File: config.mk
export PLATFORM = sky130hd
export DESIGN_NAME = counter_stamp_postprocessor
export DESIGN_NICKNAME = d
export VERILOG_FILES = /design/src/cs_pkg.sv /design/src/counter_stamp_postprocessor.sv /design/src/cs_unwrap.sv /design/src/cs_div.sv
export SDC_FILE = /design/constraint.sdc
export NUM_CORES = 2
export LEC_CHECK = 0
export BUFFER_PORTS_ARGS = -buffer_cell sky130_fd_sc_hd__buf_2
export CAP_MARGIN = 30
export CORE_UTILIZATION = 59
export CTS_CLUSTER_DIAMETER = 60
export DETAILED_ROUTE_END_ITERATION = 12
export GPL_TIMING_DRIVEN = 0
export PLACE_DENSITY_LB_ADDON = 0.15
export SLEW_MARGIN = 20
export SYNTH_ARGS = -nofsm -noshare
export SYNTH_HDL_FRONTEND = slang
export SYNTH_HIERARCHICAL = 1
export SYNTH_SLANG_ARGS = --single-unit
File: constraint.sdc
create_clock -name clk_i -period 11.05 [get_ports clk_i]
set_input_delay 1.105 -clock clk_i [delete_from_list [all_inputs] [get_ports clk_i]]
set_output_delay 1.105 -clock clk_i [all_outputs]
set_load 0.01 [all_outputs]
File: src/cs_pkg.sv
// package: constants and types for the counter stamp postprocessor
package cs_pkg;
  localparam int EVT_W = 32;
  localparam int STAMP_W = 48;
  localparam int DIV_W = 64;
  localparam int INT_W = 8;
  // stamps are kept in units of 0.1 ns
  localparam logic [STAMP_W-1:0] TIME_LSB_TENTHS = 48'h14;
  localparam logic [STAMP_W-1:0] INT_LSB_TENTHS = 48'h1;
  localparam logic [DIV_W-1:0] TENTHS_PER_S = 64'h2540BE400;
  localparam logic [6:0] DIV_LAST = 7'h3F;
  localparam logic [7:0] ADR_CTRL = 8'h00;
  localparam logic [7:0] ADR_EVT_CORR = 8'h04;
  localparam logic [7:0] ADR_TIME_CORR = 8'h08;
  localparam logic [7:0] ADR_OFFSET = 8'h0C;
  localparam logic [7:0] ADR_TMAX = 8'h10;
  localparam logic [7:0] ADR_STATUS = 8'h14;
  localparam logic [7:0] ADR_TI_LO = 8'h18;
  localparam logic [7:0] ADR_TI_HI = 8'h1C;
  localparam logic [7:0] ADR_EVT_EL = 8'h20;
  localparam logic [7:0] ADR_MISSED = 8'h24;
  localparam logic [7:0] ADR_FREQ = 8'h28;
  localparam logic [7:0] ADR_PERIOD = 8'h2C;
  localparam int CTRL_EN = 0;
  localparam int CTRL_LAYOUT = 1;
  localparam int CTRL_CHANC = 2;
  localparam int CTRL_CLR = 3;
  localparam int ST_NEW = 0;
  localparam int ST_SUPP = 1;
  localparam int ST_BUSY = 2;
  localparam int ST_MISS = 3;
  localparam logic [31:0] CTRL_RST = 32'h0;
  localparam logic [31:0] CORR_RST = 32'h0;
  localparam logic [31:0] TMAX_RST = 32'h7FFFFFFF;
  typedef enum logic {PH_START = 1'b0, PH_STOP = 1'b1} phase_t;
  typedef enum logic {DV_IDLE = 1'b0, DV_RUN = 1'b1} div_state_t;
endpackage

File: src/counter_stamp_postprocessor.sv
// top: turns start/stop sample records into stamps and results
//
// The implementer's own choices: the Wishbone register port and the placing of the registers.
`timescale 1ns/1ns
`default_nettype none
module counter_stamp_postprocessor
  import cs_pkg::*;
(
  input wire logic clk_i,
  input wire logic rst_b_i,
  input wire logic wb_cyc_i,
  input wire logic wb_stb_i,
  input wire logic wb_we_i,
  input wire logic [7:0] wb_adr_i,
  input wire logic [3:0] wb_sel_i,
  input wire logic [31:0] wb_dat_i,
  output logic [31:0] wb_dat_o,
  output logic wb_ack_o,
  input wire logic rec_valid_i,
  output logic rec_ready_o,
  input wire logic [EVT_W-1:0] rec_event_i,
  input wire logic [EVT_W-1:0] rec_time_i,
  input wire logic [INT_W-1:0] rec_interp_i,
  input wire logic rec_group_begin_i,
  input wire logic rec_suppressed_i
);
  // =====================================
  // declarations
  logic [31:0] ctrl_r, ctrl_nxt, evc_r, evc_nxt, tmc_r, tmc_nxt;
  logic [31:0] off_r, off_nxt, tmax_r, tmax_nxt, dat_r, dat_nxt;
  logic ack_r, ack_nxt, wr;
  phase_t phase_r, phase_nxt;
  logic s1_v_r, s1_stop_r, s1_grp_r, s1_supp_r;
  logic [INT_W-1:0] s1_int_r;
  logic acc, variant, clr_mode, at_start, s1_start, s1_end, div_go;
  logic [STAMP_W-1:0] ev_fix, tm_fix, ev_sc, st_t, sp_t, st_st, sp_st;
  logic [STAMP_W-1:0] gate, evt_el, corr48, off48, raw_stamp;
  logic signed [STAMP_W-1:0] dif, lim;
  logic [STAMP_W-1:0] st_tm_r, st_tm_nxt, st_evt_r, st_evt_nxt;
  logic [INT_W-1:0] st_int_r, st_int_nxt;
  logic st_supp_r, st_supp_nxt;
  logic [STAMP_W-1:0] ti_r, ti_nxt, st_stamp_r, st_stamp_nxt, sp_stamp_r, sp_stamp_nxt;
  logic [31:0] el_r, el_nxt, miss_r, miss_nxt, pstop_r, pstop_nxt;
  logic [31:0] freq_r, freq_nxt, per_r, per_nxt;
  logic pok_r, pok_nxt, new_r, new_nxt, supp_r, supp_nxt, mok_r, mok_nxt;
  logic [7:0] cnt_r, cnt_nxt;
  logic res_set, miss_set, st_clr;
  logic f_busy, p_busy, f_done;
  logic [DIV_W-1:0] f_quot, p_quot;

  // byte-lane merge, shared by every writable register
  function automatic logic [31:0] merge(input logic [31:0] old, input logic [31:0] nw,
                                        input logic [3:0] sel);
    logic [31:0] r;
    r = old;
    for (int i = 0; i < 4; i++) begin
      if (sel[i]) begin
        r[i*8 +: 8] = nw[i*8 +: 8];
      end
    end
    return r;
  endfunction

  // =====================================
  // record intake
  // stall while the dividers run so a result is never overwritten
  assign rec_ready_o = ctrl_r[CTRL_EN] && !f_busy && !p_busy;
  assign acc = rec_valid_i && rec_ready_o;
  assign variant = ctrl_r[CTRL_LAYOUT];
  // variant always counts from a cleared counter
  assign clr_mode = ctrl_r[CTRL_CLR] || variant;
  assign at_start = (phase_r == PH_START);
  assign s1_start = s1_v_r && !s1_stop_r;
  assign s1_end = s1_v_r && s1_stop_r;
  assign div_go = s1_end;

  always_comb begin
    phase_nxt = phase_r;
    if (!ctrl_r[CTRL_EN]) begin
      phase_nxt = PH_START;
    end else if (acc) begin
      phase_nxt = at_start ? PH_STOP : PH_START;
    end
  end

  always_ff @(posedge clk_i or negedge rst_b_i) begin
    if (!rst_b_i) begin
      phase_r <= PH_START;
      s1_v_r <= 1'b0;
      s1_stop_r <= 1'b0;
      s1_grp_r <= 1'b0;
      s1_supp_r <= 1'b0;
      s1_int_r <= '0;
    end else begin
      phase_r <= phase_nxt;
      s1_v_r <= acc;
      s1_stop_r <= !at_start;
      s1_grp_r <= rec_group_begin_i;
      s1_supp_r <= rec_suppressed_i;
      s1_int_r <= rec_interp_i;
    end
  end

  cs_unwrap u_evt (
    .clk_i(clk_i),
    .rst_b_i(rst_b_i),
    .sample_i(acc),
    .raw_i(rec_event_i),
    .cmp_en_i(!(clr_mode && at_start)),
    .clear_i(clr_mode && at_start),
    .corr_i(evc_r),
    .fixed_o(ev_fix)
  );

  cs_unwrap u_time (
    .clk_i(clk_i),
    .rst_b_i(rst_b_i),
    .sample_i(acc),
    .raw_i(rec_time_i),
    .cmp_en_i(!variant),
    .clear_i(1'b0),
    .corr_i(tmc_r),
    .fixed_o(tm_fix)
  );

  // =====================================
  // stamp arithmetic, valid while s1_v_r is high
  always_comb begin
    corr48 = {16'h0, tmc_r};
    off48 = {{16{off_r[31]}}, off_r};
    // third channel counts one in four
    ev_sc = ctrl_r[CTRL_CHANC] ? {ev_fix[STAMP_W-3:0], 2'b00} : ev_fix;
    st_t = st_tm_r;
    sp_t = tm_fix;
    dif = $signed(tm_fix - st_tm_r);
    lim = $signed({16'h0, tmax_r});
    if (variant && (dif > lim)) begin
      st_t = st_tm_r + corr48;
    end
    if (variant && (dif < -lim)) begin
      sp_t = tm_fix + corr48;
    end
    // 2 ns count minus 0.1 ns interpolator
    st_st = st_t * TIME_LSB_TENTHS - {40'h0, st_int_r} * INT_LSB_TENTHS;
    raw_stamp = sp_t * TIME_LSB_TENTHS - {40'h0, s1_int_r} * INT_LSB_TENTHS;
    // offset on the stop side only
    sp_st = raw_stamp + off48;
    // gate time is the same span
    gate = sp_st - st_st;
    evt_el = ev_sc - st_evt_r;
  end

  // =====================================
  // result registers
  always_comb begin
    st_tm_nxt = st_tm_r;
    st_int_nxt = st_int_r;
    st_evt_nxt = st_evt_r;
    st_supp_nxt = st_supp_r;
    ti_nxt = ti_r;
    st_stamp_nxt = st_stamp_r;
    sp_stamp_nxt = sp_stamp_r;
    el_nxt = el_r;
    miss_nxt = miss_r;
    pstop_nxt = pstop_r;
    pok_nxt = pok_r;
    supp_nxt = supp_r;
    cnt_nxt = cnt_r;
    res_set = 1'b0;
    miss_set = 1'b0;
    freq_nxt = f_done ? f_quot[31:0] : freq_r;
    per_nxt = f_done ? p_quot[31:0] : per_r;
    if (s1_start) begin
      st_tm_nxt = tm_fix;
      st_int_nxt = s1_int_r;
      st_evt_nxt = ev_sc;
      st_supp_nxt = s1_supp_r;
      if (s1_grp_r) begin
        pok_nxt = 1'b0;
      end
      // gap from last stop to this start
      if (!variant && pok_r && !s1_grp_r) begin
        miss_nxt = ev_sc[31:0] - pstop_r - 32'h1;
        miss_set = 1'b1;
      end
    end
    if (s1_end) begin
      st_stamp_nxt = st_st;
      sp_stamp_nxt = sp_st;
      ti_nxt = gate;
      el_nxt = evt_el[31:0];
      pstop_nxt = ev_sc[31:0];
      pok_nxt = 1'b1;
      res_set = 1'b1;
      supp_nxt = st_supp_r || s1_supp_r;
      cnt_nxt = cnt_r + 8'h1;
      if (variant) begin
        miss_nxt = evt_el[31:0] - 32'h1;
        miss_set = 1'b1;
      end
    end
    // set wins over a software clear in the same cycle
    new_nxt = res_set || (new_r && !st_clr);
    mok_nxt = miss_set || (mok_r && !st_clr);
  end

  always_ff @(posedge clk_i or negedge rst_b_i) begin
    if (!rst_b_i) begin
      st_tm_r <= '0;
      st_int_r <= '0;
      st_evt_r <= '0;
      st_supp_r <= 1'b0;
      ti_r <= '0;
      st_stamp_r <= '0;
      sp_stamp_r <= '0;
      el_r <= '0;
      miss_r <= '0;
      pstop_r <= '0;
      pok_r <= 1'b0;
      supp_r <= 1'b0;
      cnt_r <= '0;
      new_r <= 1'b0;
      mok_r <= 1'b0;
      freq_r <= '0;
      per_r <= '0;
    end else begin
      st_tm_r <= st_tm_nxt;
      st_int_r <= st_int_nxt;
      st_evt_r <= st_evt_nxt;
      st_supp_r <= st_supp_nxt;
      ti_r <= ti_nxt;
      st_stamp_r <= st_stamp_nxt;
      sp_stamp_r <= sp_stamp_nxt;
      el_r <= el_nxt;
      miss_r <= miss_nxt;
      pstop_r <= pstop_nxt;
      pok_r <= pok_nxt;
      supp_r <= supp_nxt;
      cnt_r <= cnt_nxt;
      new_r <= new_nxt;
      mok_r <= mok_nxt;
      freq_r <= freq_nxt;
      per_r <= per_nxt;
    end
  end

  // events over time, time over events
  // limitation: frequency dividend wraps above 2^64 / 1e10 events
  cs_div u_freq (
    .clk_i(clk_i),
    .rst_b_i(rst_b_i),
    .start_i(div_go),
    .dividend_i({32'h0, evt_el[31:0]} * TENTHS_PER_S),
    .divisor_i({16'h0, gate}),
    .busy_o(f_busy),
    .done_o(f_done),
    .quot_o(f_quot)
  );

  cs_div u_per (
    .clk_i(clk_i),
    .rst_b_i(rst_b_i),
    .start_i(div_go),
    .dividend_i({16'h0, gate}),
    .divisor_i({32'h0, evt_el[31:0]}),
    .busy_o(p_busy),
    .done_o(),
    .quot_o(p_quot)
  );

  // =====================================
  // wishbone slave, one wait state, unmapped reads zero
  // write lands on the edge where the master sees ack, never earlier
  assign wr = wb_cyc_i && wb_stb_i && wb_we_i && ack_r;
  assign st_clr = wr && (wb_adr_i == ADR_STATUS) && wb_sel_i[0] && wb_dat_i[ST_NEW];

  always_comb begin
    ack_nxt = wb_cyc_i && wb_stb_i && !ack_r;
    ctrl_nxt = ctrl_r;
    evc_nxt = evc_r;
    tmc_nxt = tmc_r;
    off_nxt = off_r;
    tmax_nxt = tmax_r;
    if (wr) begin
      unique case (wb_adr_i)
        ADR_CTRL: ctrl_nxt = merge(ctrl_r, wb_dat_i, wb_sel_i) & 32'hF;
        ADR_EVT_CORR: evc_nxt = merge(evc_r, wb_dat_i, wb_sel_i);
        ADR_TIME_CORR: tmc_nxt = merge(tmc_r, wb_dat_i, wb_sel_i);
        ADR_OFFSET: off_nxt = merge(off_r, wb_dat_i, wb_sel_i);
        ADR_TMAX: tmax_nxt = merge(tmax_r, wb_dat_i, wb_sel_i);
        default: ctrl_nxt = ctrl_r;
      endcase
    end
    unique case (wb_adr_i)
      ADR_CTRL: dat_nxt = ctrl_r;
      ADR_EVT_CORR: dat_nxt = evc_r;
      ADR_TIME_CORR: dat_nxt = tmc_r;
      ADR_OFFSET: dat_nxt = off_r;
      ADR_TMAX: dat_nxt = tmax_r;
      ADR_STATUS: dat_nxt = {16'h0, cnt_r, 4'h0, mok_r, f_busy, supp_r, new_r};
      ADR_TI_LO: dat_nxt = ti_r[31:0];
      ADR_TI_HI: dat_nxt = {16'h0, ti_r[47:32]};
      ADR_EVT_EL: dat_nxt = el_r;
      ADR_MISSED: dat_nxt = miss_r;
      ADR_FREQ: dat_nxt = freq_r;
      ADR_PERIOD: dat_nxt = per_r;
      default: dat_nxt = 32'h0;
    endcase
  end

  always_ff @(posedge clk_i or negedge rst_b_i) begin
    if (!rst_b_i) begin
      ack_r <= 1'b0;
      dat_r <= '0;
      ctrl_r <= CTRL_RST;
      evc_r <= CORR_RST;
      tmc_r <= CORR_RST;
      off_r <= CORR_RST;
      tmax_r <= TMAX_RST;
    end else begin
      ack_r <= ack_nxt;
      dat_r <= dat_nxt;
      ctrl_r <= ctrl_nxt;
      evc_r <= evc_nxt;
      tmc_r <= tmc_nxt;
      off_r <= off_nxt;
      tmax_r <= tmax_nxt;
    end
  end

  assign wb_ack_o = ack_r;
  assign wb_dat_o = dat_r;
endmodule
`default_nettype wire

File: src/cs_unwrap.sv
// module: rollover corrector with a running cumulative offset
`timescale 1ns/1ns
`default_nettype none
module cs_unwrap
  import cs_pkg::*;
(
  input wire logic clk_i,
  input wire logic rst_b_i,
  input wire logic sample_i,
  input wire logic [EVT_W-1:0] raw_i,
  input wire logic cmp_en_i,
  input wire logic clear_i,
  input wire logic [EVT_W-1:0] corr_i,
  output logic [STAMP_W-1:0] fixed_o
);
  logic [EVT_W-1:0] prev_r, prev_nxt;
  logic [STAMP_W-1:0] offs_r, offs_nxt, fixed_r, fixed_nxt, base;

  // =====================================
  // scan: compare with predecessor, step offset
  always_comb begin
    base = '0;
    prev_nxt = prev_r;
    offs_nxt = offs_r;
    fixed_nxt = fixed_r;
    if (sample_i) begin
      base = clear_i ? '0 : offs_r;
      if (cmp_en_i && (raw_i < prev_r)) begin
        base = base + {16'h0, corr_i};
      end
      offs_nxt = base;
      prev_nxt = raw_i;
      fixed_nxt = {16'h0, raw_i} + base;
    end
  end

  always_ff @(posedge clk_i or negedge rst_b_i) begin
    if (!rst_b_i) begin
      prev_r <= '0;
      offs_r <= '0;
      fixed_r <= '0;
    end else begin
      prev_r <= prev_nxt;
      offs_r <= offs_nxt;
      fixed_r <= fixed_nxt;
    end
  end

  assign fixed_o = fixed_r;
endmodule
`default_nettype wire

File: src/cs_div.sv
// module: serial restoring divider, one quotient bit per clock
`timescale 1ns/1ns
`default_nettype none
module cs_div
  import cs_pkg::*;
(
  input wire logic clk_i,
  input wire logic rst_b_i,
  input wire logic start_i,
  input wire logic [DIV_W-1:0] dividend_i,
  input wire logic [DIV_W-1:0] divisor_i,
  output logic busy_o,
  output logic done_o,
  output logic [DIV_W-1:0] quot_o
);
  div_state_t state_r, state_nxt;
  logic [6:0] cnt_r, cnt_nxt;
  logic [DIV_W:0] rem_r, rem_nxt, trial;
  logic [DIV_W-1:0] quo_r, quo_nxt, dsr_r, dsr_nxt;
  logic done_r, done_nxt;

  // =====================================
  // divide: zero divisor yields all ones
  always_comb begin
    trial = {rem_r[DIV_W-1:0], quo_r[DIV_W-1]};
    state_nxt = state_r;
    cnt_nxt = cnt_r;
    rem_nxt = rem_r;
    quo_nxt = quo_r;
    dsr_nxt = dsr_r;
    done_nxt = 1'b0;
    unique case (state_r)
      DV_IDLE: begin
        if (start_i) begin
          state_nxt = DV_RUN;
          quo_nxt = dividend_i;
          dsr_nxt = divisor_i;
          rem_nxt = '0;
          cnt_nxt = DIV_LAST;
        end
      end
      DV_RUN: begin
        if (trial >= {1'b0, dsr_r}) begin
          rem_nxt = trial - {1'b0, dsr_r};
          quo_nxt = {quo_r[DIV_W-2:0], 1'b1};
        end else begin
          rem_nxt = trial;
          quo_nxt = {quo_r[DIV_W-2:0], 1'b0};
        end
        if (cnt_r == 7'h0) begin
          state_nxt = DV_IDLE;
          done_nxt = 1'b1;
        end else begin
          cnt_nxt = cnt_r - 7'h1;
        end
      end
    endcase
  end

  always_ff @(posedge clk_i or negedge rst_b_i) begin
    if (!rst_b_i) begin
      state_r <= DV_IDLE;
      cnt_r <= '0;
      rem_r <= '0;
      quo_r <= '0;
      dsr_r <= '0;
      done_r <= 1'b0;
    end else begin
      state_r <= state_nxt;
      cnt_r <= cnt_nxt;
      rem_r <= rem_nxt;
      quo_r <= quo_nxt;
      dsr_r <= dsr_nxt;
      done_r <= done_nxt;
    end
  end

  assign busy_o = (state_r == DV_RUN);
  assign done_o = done_r;
  assign quot_o = quo_r;
endmodule
`default_nettype wire

# Word level (Yosys, flattened, before mapping)
# Index checks and enable logic that the tools add are counted.
dict set report word_totals {
  in_bits 124
  out_inout_bits 34
  regBits 1080
}
dict set report op_classes {
  addsub 21
  n_mul 3
  bitwise_logic 3
  n_lt_le_gt_ge 6
  n_eq_ne 16
  reduce_logical 60
  muxes 46
}
# operator count
set op_table {}
lappend op_table {{case mux 64 bit (2 select lines)} 4}
lappend op_table {{case mux 32 bit (12 select lines)} 1}
lappend op_table {{two-way mux 48 bit} 7}
lappend op_table {{two-way mux 64 bit} 5}
lappend op_table {{adder 48 x 32 -> 48 bit} 4}
lappend op_table {{two-way mux 32 bit} 5}
lappend op_table {{multiplier 48 x 3 -> 46 bit, second input constant} 2}
lappend op_table {{subtractor 48 bit} 2}
lappend op_table {{subtractor 48 x 8 -> 48 bit} 2}
lappend op_table {{greater-or-equal comparator 65 x 32 -> 1 bit} 1}
lappend op_table {{greater-or-equal comparator 65 x 48 -> 1 bit} 1}
lappend op_table {{less-than comparator 32 bit} 2}
lappend op_table {{subtractor 32 x 1 -> 32 bit, second input constant} 2}
lappend op_table {{subtractor 32 bit} 2}
lappend op_table {{subtractor 64 x 32 -> 64 bit} 1}
lappend op_table {{subtractor 64 x 48 -> 64 bit} 1}
lappend op_table {{multiplier 32 x 24 -> 54 bit, second input constant} 1}
lappend op_table {{AND reduction 3 bit} 17}
lappend op_table {{adder 32 x 48 -> 48 bit} 1}
lappend op_table {{adder 48 bit} 1}
lappend op_table {{greater-than comparator 48 x 33 -> 1 bit} 1}
lappend op_table {{less-than comparator 48 bit} 1}
lappend op_table {{negator 32 -> 48 bit} 1}
lappend op_table {{adder 32 bit} 1}
lappend op_table {{other kinds (20)} 89}

# Longest topological paths before layout
dict set report logic_depth {
  depth_word 10
  ltp_mapped 64
  ltp_nobuf 63
}

# Modules after synthesis
# The synthesis kept the hierarchy.
# mod cells_per_inst seq_area_each_um2 n_inst area_each_um2
set modules_own_cells {}
lappend modules_own_cells {counter_stamp_postprocessor 5875 12225.5 1 54821.3}
lappend modules_own_cells {cs_div 1479 5029.8 2 12722.2}
lappend modules_own_cells {{cs_unwrap at u_evt} 1250 3203.1 1 10692.8}
lappend modules_own_cells {{cs_unwrap at u_time} 1211 3203.1 1 10512.6}

# Worst setup path after synthesis
# No wires, ideal clock.
dict set report synth_timing {
  kind {register to register}
  startpoint {reg u_time.fixed_r[0], in the netlist u_time/fixed_o[0]}
  endpoint {reg u_per.quo_r[47], in the netlist u_per/quot_o[47]}
  n_path_buf 2
  period_less_slack_ns 11.421
  path_stages_with_launch 62
  setup_slack_ns -0.371
  arrival_ns 11.288
  setup_ns 0.133
  required_ns 10.917
  cell_sequence {dfrtp_1 inv_1 ha_1 inv_1 fa_1 a21oi_1 o21ai_0 o211ai_1 nand4_1 nand2_1 o21ai_0 a21oi_1 o21ai_0 xor2_1 ha_1 nand2_1 nor4_1 nand4_1 [... 26 more ...] ha_1 inv_1 fa_1 ha_1 ha_1 a21o_1 a21oi_1 o21ai_0 a41o_1 a21oi_1 o21ai_0 a211oi_1 xor2_1 xnor2_1 and3_4 nor2_1 mux2i_1 o21ai_0}
}
dict set report synth_via {
  elab_chain_len 10
}
# element line_no
set synth_lines {}
lappend synth_lines {{from (decl)} cs_unwrap.sv:17} ;# logic [STAMP_W-1:0] offs_r, offs_nxt, fixed_r, fixed_nxt, base;
lappend synth_lines {{from (signal assigned)} cs_unwrap.sv:45} ;# fixed_r <= fixed_nxt;
lappend synth_lines {{subtractor 48 bit} counter_stamp_postprocessor.sv:135} ;# dif = $signed(tm_fix - st_tm_r);
lappend synth_lines {{less-than comparator 48 bit} counter_stamp_postprocessor.sv:140} ;# if (variant && (dif < -lim)) begin
lappend synth_lines {{logical AND 1 bit} counter_stamp_postprocessor.sv:140}
lappend synth_lines {{two-way mux 48 bit} counter_stamp_postprocessor.sv:140}
lappend synth_lines {{multiplier 48 x 3 -> 46 bit} counter_stamp_postprocessor.sv:145} ;# raw_stamp = sp_t * TIME_LSB_TENTHS - {40'h0, s1_int_r} * INT_LSB_TENTHS;
lappend synth_lines {{subtractor 48 x 8 -> 48 bit} counter_stamp_postprocessor.sv:145}
lappend synth_lines {{adder 48 bit} counter_stamp_postprocessor.sv:147} ;# sp_st = raw_stamp + off48;
lappend synth_lines {{subtractor 48 bit *} counter_stamp_postprocessor.sv:149} ;# gate = sp_st - st_st;
lappend synth_lines {{via gate[47]} counter_stamp_postprocessor.sv:37} ;# logic [STAMP_W-1:0] gate, evt_el, corr48, off48, raw_stamp;
lappend synth_lines {{two-way mux 64 bit *} cs_div.sv:34} ;# if (start_i) begin
lappend synth_lines {{case mux 64 bit (2 select lines) *} cs_div.sv:32} ;# unique case (state_r)
lappend synth_lines {{to (signal assigned)} cs_div.sv:72} ;# quo_r <= quo_nxt;
lappend synth_lines {{to (decl)} cs_div.sv:19} ;# logic [DIV_W-1:0] quo_r, quo_nxt, dsr_r, dsr_nxt;
# The timed path passes the listed nets; every way through them passes the cells marked *. The select of a mux whose other input is x is not followed.
# A chain may end at the register's enable or synchronous reset.

# Final worst setup path
# Ends and elaborated chain as after synthesis.

==> parameters.txt <==
Parameter                              Value

CTS
  Hold bufs inserted after CTS ... 0
  Cts bufs inserted ... 146
  Level count of the clock H-tree ... 4
  Clock tree root driver cell ... clkbuf_16
  Clock transition at the registers of the reported paths ... 60 ps
  Insertion delay of the later-clocked pin in the worst-skew pair ... 820 ps
  Clock net sink count ... 1112
  TritonCTS clock tree ... done
  Maximum clock insertion buffer count ... 3

Setup path
  Setup Crit Path Kind ... reg2reg
  Critical R2R Launch ... u_time/fixed_o[0]
  R2r setup slk ... -1760 ps
  Setup crit start kind ... flip-flop
  Maximum fanout encountered on the critical timing path ... 7
  Delay of the slowest cell on the worst path ... 550 ps
  Worst Setup SP ... u_time/fixed_o[0]
  Worst R2R End ... u_per/quot_o[47]
  Worst Setup End Kind ... flip-flop
  R2R cell count ... 64
  Data arrival time of the critical path ... 13490 ps
  CP max-delay cell ... fa_1
  Data required time of the worst path ... 11730 ps
  End point of the critical path ... u_per/quot_o[47]

Final layout
  Final Cell Area ... 114000 um^2
  Area delta synth->final ... 15.3%
  Fraction of final layout cells sized beyond drive strength 1 ... 15.0%
  Net count reported at finish ... 13331

Detailed routing
  Residual antenna-violating net count after detailed routing ... 0
  Vias per inst ... 6.28
  Number of violations reported at the end of detailed-routing iteration 0 ... 9269
  Vias ... 87865
  Drc violations ... 0
  Detailed-route wire length per cell ... 24.5 um
  Total wire length ... 342 mm
  Total iterations of the first detailed-routing run ... 7

Die
  Die Span X ... 412 um
  Chip Height ... 412 um
  Area enclosed by the die boundary ... 170000 um^2
  Core area ... 167000 um^2
  Initial cell density of the core ... 59.3%
  Std cell rows ... 150
  Number of placed I/O pins ... 158

Timing
  Actual transition at the worst max-transition pin ... 1140 ps
  Achievable clock frequency ... 78.1 MHz
  Max Clock Skew ... 57.8 ps
  Tightest slew margin relative to the limit ... 23.5%
  Max-slew violations ... 0
  Number of failing hold endpoints at the final stage ... 0
  Crit path time final ... 12810 ps
  Worst setup margin ... -1760 ps
  Setup-violating endpoint count in the final report ... 80
  RSZ-0062 raised after global routing ... true
  Share of the clock period used by the worst path ... 116%

Synth
  Post-Synthesis Cells ... 11016
  Per-instance average area after synthesis ... 9.00 um^2
  Total of warnings raised by yosys ... 6
  Mapped cell area ... 99100 um^2

GRT
  Wire length of the first global-routing pass ... 510 mm
  Largest net degree at the start of global routing ... 137
  GRT Residual Overflow ... 0
  Initial antenna violation count ... 42
  Number of global-route vias before repair ... 85590
  Total GRT Usage ... 39.4%

Power and ir drop
  Leak Pwr ... 57.1 nW
  Cell Pwr Density ... 181 nW/um^2
  Peak supply drop ... 1.74 mV

Placed design
  Input/output buffers ... 157
  Placer Congestion ... 1.05
  Placement-stage cell area ... 104000 um^2
  Post-place setup slack ... -4270 ps
  Post-detail-place hpwl ... 270 mm

Run status
  Result of the run ... finished with violations
  Violations in the final reports ... negative setup slack

Job
  Maximum Capacitance Violations ... 0

Min path
  Worst hold path type ... in2async
## worst min-delay path by stage
stage          slack, ps  startpoint          endpoint  cells past startpoint
3_5_place_dp         400     phase_r         s1_stop_r                      0
6_report             260     rst_b_i  u_freq/rem_r[47]                      1
4_1_cts              310     rst_b_i  u_freq/dsr_r[47]                      1
3_3_place_gp         400     phase_r         s1_stop_r                      0
2_1_floorplan        390     phase_r         s1_stop_r                      0
5_1_grt              340     rst_b_i  u_freq/dsr_r[47]                      1
## flip-flops by register name, summed over array words and instances, names as in the netlist, 48 cells and up
| name | count |
|---|---|
| u_freq/dsr_r | 64 |
| u_freq/quot_o | 64 |
| u_freq/rem_r | 64 |
| u_per/dsr_r | 64 |
| u_per/quot_o | 64 |
| u_per/rem_r | 64 |
| st_tm_r | 48 |
| ti_r | 48 |
| u_time/fixed_o | 48 |
| u_time/offs_r | 48 |
## stage by stage
| stage | instances | util [%] | total power [W] | TNS, ps | hold WS [ps] |
|---|---|---|---|---|---|
| 6_report | 13997 | 68.4 | 0.0207 | -72310 | 264 |
| 5_1_grt | 13978 | 68.4 | 0.0222 | -95400 | 344 |
| 4_1_cts | 13891 | 67.3 | 0.0201 | -35890 | 305 |
| 3_5_place_dp | 13503 | 62.3 | 0.0142 | -313020 | 405 |
| 3_3_place_gp | 13456 | 61.7 | 0.0139 | - | 397 |
| 2_1_floorplan | 11095 | - | 0.0114 | 0 | 385 |
## power by group
| group | internal, W | switching, W |
|---|---|---|
| Clock | 0.00289 | 0.00210 |
| Sequential | 0.00409 | 0.0000187 |
| Combinational | 0.00501 | 0.00658 |
## timing repair
action,CTS,global route
resized for setup,519,220
endpoints found under the setup margin,152,124
pin swaps,182,145
setup buffers,129,90
## final cells by class
type                    instances  area (um^2)
plain buffers                 419         1920
clock inverters                82         1040
clock buffers                 189         4050
inverters                    1065         4030
fillers                     13419        52800
repair buffers                418         3410
flip-flops and latches       1112        27900
multi-input cells            8489        69100
diodes                         19         47.5
well taps                    2204         2760
## per-layer routing
| layer | track usage [%] | vias up | wire length (um) |
|---|---|---|---|
| li1 | - | 40024 | - |
| met3 | 9.40 | 865 | 31700 |
| met1 | 51.4 | 43240 | 139000 |
| met5 | 0 | - | 144 |
| met4 | 20.9 | 24 | 20700 |
| met2 | 60.7 | 3712 | 151000 |
## cell usage in the layout, fill, tap and decap left out, types with 110 or more instances in the layout
cell       instances
nor2b_1          139
xnor2_1          404
a21o_1           318
mux2_2           418
inv_1           1034
a21oi_1          608
o21ai_1          110
nand2_1         1171
o21ai_0          667
ha_1            1150
clkbuf_16        147
clkbuf_1         338
xor2_1           206
dfrtp_1         1077
buf_2            194
buf_4            169
nand3_1          364
fa_1             315
mux2i_1          163
nor2_1           437
## worst max-delay path: cells and delay by family, from the launching register on
kind | cells | cell delay (ps)
AO/OA/AOI/OAI | 25 | 4390
XOR/XNOR | 4 | 730
adder cells (fa/ha/maj) | 10 | 2960
buffers and inverters | 9 | 1070
flip-flops | 1 | 440
multiplexers | 1 | 160
AND/OR/NAND/NOR | 15 | 2890
Note: power is estimated with default switching activity, not from simulation.
